$ cat config.mk
export PLATFORM = sky130hd
export DESIGN_NAME = slc_link_cfg
export DESIGN_NICKNAME = d
export VERILOG_FILES = /design/src/hw/slc_pkg.sv /design/src/hw/slc_link_cfg.sv
export SDC_FILE = /design/constraint.sdc
export NUM_CORES = 1
export LEC_CHECK = 0
export ABC_AREA = 1
export ABC_CLOCK_PERIOD_IN_PS = 4300
export BUFFER_PORTS_ARGS = -buffer_cell sky130_fd_sc_hd__buf_2
export CAP_MARGIN = 10
export CORE_MARGIN = 2
export CORE_UTILIZATION = 30
export CTS_CLUSTER_SIZE = 16
export DETAILED_ROUTE_END_ITERATION = 10
export SLEW_MARGIN = 40
export SYNTH_ARGS = -nofsm -noshare
export SYNTH_HDL_FRONTEND = slang
export SYNTH_SLANG_ARGS = --single-unit
$ cat constraint.sdc
create_clock -name ref_clk -period 4.3 [get_ports ref_clk]
set_input_delay 0.86 -clock ref_clk [delete_from_list [all_inputs] [get_ports ref_clk]]
set_output_delay 0.86 -clock ref_clk [all_outputs]
set_load 0.02 [all_outputs]
$ cat src/hw/slc_pkg.sv
package slc_pkg;
  localparam int unsigned ADDR_W   = 12;
  localparam int unsigned DATA_W   = 8;
  localparam int unsigned SAMPLE_W = 9;
  localparam int unsigned NUM_CH   = 4;
  localparam int unsigned CNT_W    = 4;
  localparam int unsigned SYNC_WORD_BITS = 32;

  localparam logic [ADDR_W-1:0] CHAN_EN_ADDR    = 12'h0209;
  localparam logic [ADDR_W-1:0] SYNC_SEL_ADDR   = 12'h020f;
  localparam logic [ADDR_W-1:0] SYNC_FILT_ADDR  = 12'h0210;

  localparam logic [DATA_W-1:0] CHAN_EN_RESET   = 8'h03;
  localparam logic [DATA_W-1:0] SYNC_SEL_RESET  = 8'h00;
  localparam logic [DATA_W-1:0] SYNC_FILT_RESET = 8'h03;

  localparam int unsigned FIRST_PAIR_BIT  = 0;
  localparam int unsigned SECOND_PAIR_BIT = 1;
  localparam int unsigned ONE_CHAN_BIT    = 2;
  localparam int unsigned SEL_LSB  = 0;
  localparam int unsigned SEL_W    = 2;
  localparam int unsigned THR_LSB  = 0;
  localparam int unsigned THR_W    = 5;
  localparam int unsigned RUN_W    = THR_W + 1;

  typedef enum logic [SEL_W-1:0] {
    SLC_SEL_CRC12 = 2'h0,
    SLC_SEL_RSV1  = 2'h1,
    SLC_SEL_FEC   = 2'h2,
    SLC_SEL_RSV3  = 2'h3
  } slc_sel_t;

  typedef struct packed {
    logic wr;
    logic rd;
    logic [ADDR_W-1:0] addr;
    logic [DATA_W-1:0] wdata;
  } slc_reg_req_t;

  typedef struct packed {
    logic first_pair_on;
    logic second_pair_on;
    logic one_chan_mode;
    logic [NUM_CH-1:0] chan_on;
  } slc_chan_cfg_t;

  typedef struct packed {
    logic send_crc12;
    logic send_fec;
    logic [SYNC_WORD_BITS-1:0] cmd_bits;
  } slc_sync_word_t;

  typedef logic [NUM_CH-1:0][SAMPLE_W-1:0] slc_samples_t;
endpackage

$ cat src/hw/slc_link_cfg.sv
`timescale 1ns/100ps
`default_nettype none
module slc_link_cfg #(
  parameter int unsigned SAMPLE_W = slc_pkg::SAMPLE_W,
  parameter int unsigned CNT_W    = slc_pkg::CNT_W
) (
  input  wire logic                          ref_clk,
  input  wire logic                          sys_rst,
  input  wire slc_pkg::slc_reg_req_t         reg_req,
  output var  logic [slc_pkg::DATA_W-1:0]    reg_rdata,
  output var  logic                          reg_rvalid,
  input  wire logic                          link_enable,
  input  wire logic                          link_format_is_6466,
  input  wire logic [CNT_W-1:0]              configured_lane_count,
  input  wire logic [CNT_W-1:0]              configured_converter_count,
  input  wire logic                          sync_n,
  input  wire logic [slc_pkg::NUM_CH-1:0][SAMPLE_W-1:0] chan_samples,
  output var  logic [slc_pkg::NUM_CH-1:0][SAMPLE_W-1:0] frame_slots,
  output var  slc_pkg::slc_chan_cfg_t        chan_cfg,
  output var  logic [CNT_W-1:0]              active_lane_count,
  output var  logic [CNT_W-1:0]              active_converter_count,
  output var  logic                          tail_pad,
  output var  slc_pkg::slc_sync_word_t       sync_word,
  output var  logic                          sync_request,
  output var  logic                          sync_error_report
);
  logic                              first_pair_q;
  logic                              second_pair_q;
  logic                              one_chan_q;
  logic [slc_pkg::SEL_W-1:0]         sel_q;
  logic [slc_pkg::THR_W-1:0]         thr_q;
  logic [slc_pkg::RUN_W-1:0]         run_q;
  logic [slc_pkg::RUN_W-1:0]         need;
  logic                              pair_off;
  logic                              ab_off;
  logic                              cd_off;

  // Register writes; reserved bits are not stored and read back as zero
  always_ff @(posedge ref_clk) begin
    if (sys_rst) begin
      first_pair_q  <= slc_pkg::CHAN_EN_RESET[slc_pkg::FIRST_PAIR_BIT];
      second_pair_q <= slc_pkg::CHAN_EN_RESET[slc_pkg::SECOND_PAIR_BIT];
      one_chan_q    <= slc_pkg::CHAN_EN_RESET[slc_pkg::ONE_CHAN_BIT];
    end else if (reg_req.wr && reg_req.addr == slc_pkg::CHAN_EN_ADDR) begin
      first_pair_q  <= reg_req.wdata[slc_pkg::FIRST_PAIR_BIT];
      second_pair_q <= reg_req.wdata[slc_pkg::SECOND_PAIR_BIT];
      one_chan_q    <= reg_req.wdata[slc_pkg::ONE_CHAN_BIT];
    end
  end

  always_ff @(posedge ref_clk) begin
    if (sys_rst) begin
      sel_q <= slc_pkg::SYNC_SEL_RESET[slc_pkg::SEL_LSB +: slc_pkg::SEL_W];
    end else if (reg_req.wr && reg_req.addr == slc_pkg::SYNC_SEL_ADDR) begin
      sel_q <= reg_req.wdata[slc_pkg::SEL_LSB +: slc_pkg::SEL_W];
    end
  end

  always_ff @(posedge ref_clk) begin
    if (sys_rst) begin
      thr_q <= slc_pkg::SYNC_FILT_RESET[slc_pkg::THR_LSB +: slc_pkg::THR_W];
    end else if (reg_req.wr && reg_req.addr == slc_pkg::SYNC_FILT_ADDR) begin
      thr_q <= reg_req.wdata[slc_pkg::THR_LSB +: slc_pkg::THR_W];
    end
  end

  // Read data one cycle after the strobe; unmapped offsets read zero
  always_ff @(posedge ref_clk) begin
    if (sys_rst) begin
      reg_rdata  <= '0;
      reg_rvalid <= 1'b0;
    end else begin
      reg_rvalid <= reg_req.rd;
      reg_rdata  <= '0;
      if (reg_req.rd) begin
        unique case (reg_req.addr)
          slc_pkg::CHAN_EN_ADDR: begin
            reg_rdata[slc_pkg::FIRST_PAIR_BIT]  <= first_pair_q;
            reg_rdata[slc_pkg::SECOND_PAIR_BIT] <= second_pair_q;
            reg_rdata[slc_pkg::ONE_CHAN_BIT]    <= one_chan_q;
          end
          slc_pkg::SYNC_SEL_ADDR: begin
            reg_rdata[slc_pkg::SEL_LSB +: slc_pkg::SEL_W] <= sel_q;
          end
          slc_pkg::SYNC_FILT_ADDR: begin
            reg_rdata[slc_pkg::THR_LSB +: slc_pkg::THR_W] <= thr_q;
          end
          default: begin
            reg_rdata <= '0;
          end
        endcase
      end
    end
  end

  // One-channel mode forces B, C and D off regardless of the pair bits
  assign ab_off   = !first_pair_q;
  assign cd_off   = !second_pair_q || one_chan_q;
  assign pair_off = ab_off || cd_off;

  always_ff @(posedge ref_clk) begin
    if (sys_rst) begin
      chan_cfg <= '0;
    end else begin
      chan_cfg.first_pair_on  <= first_pair_q;
      chan_cfg.second_pair_on <= second_pair_q;
      chan_cfg.one_chan_mode  <= one_chan_q;
      chan_cfg.chan_on[0]     <= first_pair_q;
      chan_cfg.chan_on[1]     <= first_pair_q && !one_chan_q;
      chan_cfg.chan_on[2]     <= second_pair_q && !one_chan_q;
      chan_cfg.chan_on[3]     <= second_pair_q && !one_chan_q;
    end
  end

  // Lane and converter scaling when a pair is off
  always_ff @(posedge ref_clk) begin
    if (sys_rst) begin
      active_lane_count      <= '0;
      active_converter_count <= '0;
      tail_pad               <= 1'b0;
    end else if (pair_off) begin
      active_lane_count      <= CNT_W'((configured_lane_count >> 1)
                                       + CNT_W'(configured_lane_count[0]));
      active_converter_count <= configured_converter_count >> 1;
      tail_pad               <= configured_lane_count[0];
    end else begin
      active_lane_count      <= configured_lane_count;
      active_converter_count <= configured_converter_count;
      tail_pad               <= 1'b0;
    end
  end

  // Frame slot mapping; disabled channels send zeros, except that with the first pair off C and D always fill slots 0 and 1
  always_ff @(posedge ref_clk) begin
    if (sys_rst) begin
      frame_slots <= '0;
    end else if (ab_off) begin
      frame_slots[0] <= chan_samples[2];
      frame_slots[1] <= chan_samples[3];
      frame_slots[2] <= '0;
      frame_slots[3] <= '0;
    end else begin
      frame_slots[0] <= chan_samples[0];
      frame_slots[1] <= one_chan_q ? '0 : chan_samples[1];
      frame_slots[2] <= cd_off ? '0 : chan_samples[2];
      frame_slots[3] <= cd_off ? '0 : chan_samples[3];
    end
  end

  // Sync word content; outside 64b/66b formats both selects stay low
  always_ff @(posedge ref_clk) begin
    if (sys_rst) begin
      sync_word <= '0;
    end else begin
      sync_word.send_crc12 <= link_format_is_6466
                              && sel_q == slc_pkg::SLC_SEL_CRC12;
      sync_word.send_fec   <= link_format_is_6466
                              && sel_q == slc_pkg::SLC_SEL_FEC;
      sync_word.cmd_bits   <= '0;
    end
  end

  // Low-run filter: the count saturates at threshold plus one
  assign need = slc_pkg::RUN_W'(thr_q) + slc_pkg::RUN_W'(1);

  always_ff @(posedge ref_clk) begin
    if (sys_rst || !link_enable) begin
      run_q <= '0;
    end else if (sync_n) begin
      run_q <= '0;
    end else if (run_q < need) begin
      run_q <= run_q + slc_pkg::RUN_W'(1);
    end
  end

  // Request is a level held while the qualified low run lasts
  always_ff @(posedge ref_clk) begin
    if (sys_rst || !link_enable) begin
      sync_request      <= 1'b0;
      sync_error_report <= 1'b0;
    end else begin
      sync_request      <= !sync_n && (run_q + slc_pkg::RUN_W'(1) >= need);
      // A short run is only flagged; nothing else reacts to it
      sync_error_report <= sync_n && run_q != '0 && run_q < need;
    end
  end
endmodule
`default_nettype wire

==> results.ini <==
[placement]
place_area_sq_um = 3840
io_buffers = 129
dp_slack_ps = 1410
dp.final_hpwl_mm = 6.11
gp_congestion = 0.832

[yosys]
yosys.area.top_type = dfxtp_1
netlist.area_leader.share = 0.472
yosys_warnings = 0
synth_seq_cells = 76
synthesis.area_sq_um = 3220
avgSynthCellArea_sq_um = 8.02
synth_area_leaders = dfxtp_1 (47%), buf_4 (8.6%), inv_1 (7.0%)
synth_seq_area_share = 0.472
ys_types = 26
syn_inst = 402

[worst_setup_path]
crit_fanout = 23
critPathCaptureType = register
reg2reg_to = active_converter_count[2]
crit_type = in -> reg
critPathLaunchType = input port
critPathRequiredTime_ps = 4550
reg2reg_slack_ps = 2410
worstPathArrival_ps = 2440
r2r_cells = 4
r2r-start = first_pair_q

[power]
peakVddDrop_uv = 160
powerDensity_nw_per_um2 = 366
leakage_nw = 2.18
finalPower_w = 0.00149

[clock_network]
ctsHoldBuffers = 0
clock_path_buffers = 2
numCtsBuffers = 9
clock_sinks = 76
h-tree-depth = 3
cts_tree = built
cts_setup_buffers = 0
post_cts_resized = 0
cts.clk_slew.worst_paths_ps = 80
clkLatencyLatePin_ps = 340
root_buffer = clkbuf_8

[global_routing]
grt_overflow_total = 0
grt_pass1_wl_mm = 12.0
globalRouteTotalUtil = 0.130
grt_max_degree = 24
antenna_found_initial = 0
grt_pass1_vias = 2499

[timing]
fin_tns_setup_ps = 0
setup_slack_ps = 2110
fin_skew_ps = 6.83
worstMarginPinSlew_ps = 768
min_period_over_period = 0.510
drv_slew = 0
hold_viol = 0
rsz0062_at_grt = no
finalCriticalPeriod_ps = 2190
setup_viol = 0
fmax_mhz = 456
relSlewSlack = 0.487

[die]
design.core.area_sq_um = 10400
start_util = 0.311
top_level_ports = 168
die_y_microns = 108
rows = 37
die_width_microns = 108
die_area_sq_um = 11600

[drt]
drt_pre_antenna_iters = 4
dr.first_iter.drc_count = 108
wl_per_cell_microns = 11.6
vias = 2800
ant_nets = 0
drc_errors = 0
avgViaCountPerCell = 4.17
postRouteWirelength_mm = 7.79

[min_path]
min_from = sel_q[1]
hold_end = sync_word[33]
hold_depth = 1
hp-class = reg -> reg

[finish]
antennaDiodeCount = 0
fillers = 1078
area_growth_pct = 26.0
fin_nets = 617
stdcell_area_sq_um = 4060
fin_util = 0.392
drive_gt1_frac = 0.280

[job]
drv_cap = 0

[outcome]
status = completed

-- Yosys cell counts (all sizes together) --
cell type,number
dfxtp,76
inv,60
nand2,60
nor2,55
buf,39
o21ai,25
nand3,19
ha,15
a21oi,14
clkbuf,6
nor3,5
xor2,5
o211ai,4
o22ai,4
a211oi,3
nand4,3
a21boi,2
nor4,2
xnor2,2
conb,1
o21a,1
o31ai,1
-- state kept, by name, indices dropped and copies added (netlist names), 2 cells and up --
name	count
active_converter_count	4
active_lane_count	4
chan_cfg	5
frame_slots	36
reg_rdata	5
run_q	6
sel_q	2
sync_word	2
thr_q	5
-- power breakdown --
group / total, W / switching [W] / leakage [nW] / internal [W]
registers: 0.000737 / 0.00000712 / 0.627 / 0.000730
logic: 0.000170 / 0.000115 / 1.44 / 0.0000546
clock network: 0.000582 / 0.000257 / 0.109 / 0.000325
-- cell type report --
class / instances / area, sq um / share of cell area
clock buffer: 9 / 124 / 0.0305
clock inverter: 7 / 91.3 / 0.0225
inverter: 60 / 225 / 0.0555
multi-input combinational: 255 / 1280 / 0.316
sequential: 76 / 1520 / 0.375
tap: 136 / 170 / 0.0419
timing repair buffer: 129 / 646 / 0.159
-- worst max-delay path, stage by stage --
cell	delay [ps]
buf_2	190
nor2_2	450
nand2_1	580
o22ai_1	360
-- worst max-delay path by stage --
stage	start	end	slack (ps)	cells past startpoint
3_3_place_gp	sys_rst	active_converter_count[1]	1420	4
5_1_grt	sys_rst	active_converter_count[2]	1920	4
6_report	sys_rst	active_converter_count[2]	2110	4
2_1_floorplan	reg_req[15]	thr_q[0]	2590	6
4_1_cts	sys_rst	active_converter_count[2]	1760	4
3_5_place_dp	sys_rst	active_converter_count[2]	1410	4
-- cell families after synthesis --
logic type               count (synthesis)  synth area share
AO/OA/AOI/OAI                           54            0.0939
XOR/XNOR                                 7            0.0190
adder cells (fa/ha/maj)                 15            0.0582
buffers and inverters                  105             0.170
flip-flops                              76             0.472
other                                    1           0.00116
AND/OR/NAND/NOR                        144             0.186
-- metrics by stage --
step / hold slack, ps / cells
floorplan: 398 / 436
global placement: 414 / 656
detailed placement: 432 / 656
CTS: 447 / 672
global route: 469 / 672
finish: 437 / 672
-- per-layer routing --
layer	global-route usage	vias up	share of wire
met5	0	-	0
li1	-	1444	-
met1	0.172	1248	0.45
met3	0.0297	7	0.064
met2	0.211	101	0.48
met4	0.0403	0	0.011
-- placed cells by master (no fill, tap or decap), drive strengths merged, types with 3 or more instances in the layout --
master / count
o22ai: 4
nand4: 3
nor2: 55
a21oi: 14
nor3: 5
xor2: 5
inv: 60
buf: 129
a211oi: 3
ha: 15
o211ai: 4
o21ai: 25
clkinv: 4
conb: 35
nand2: 60
nand3: 19
dfxtp: 76
clkbuf: 9
Power figures use the tool's default switching activity.
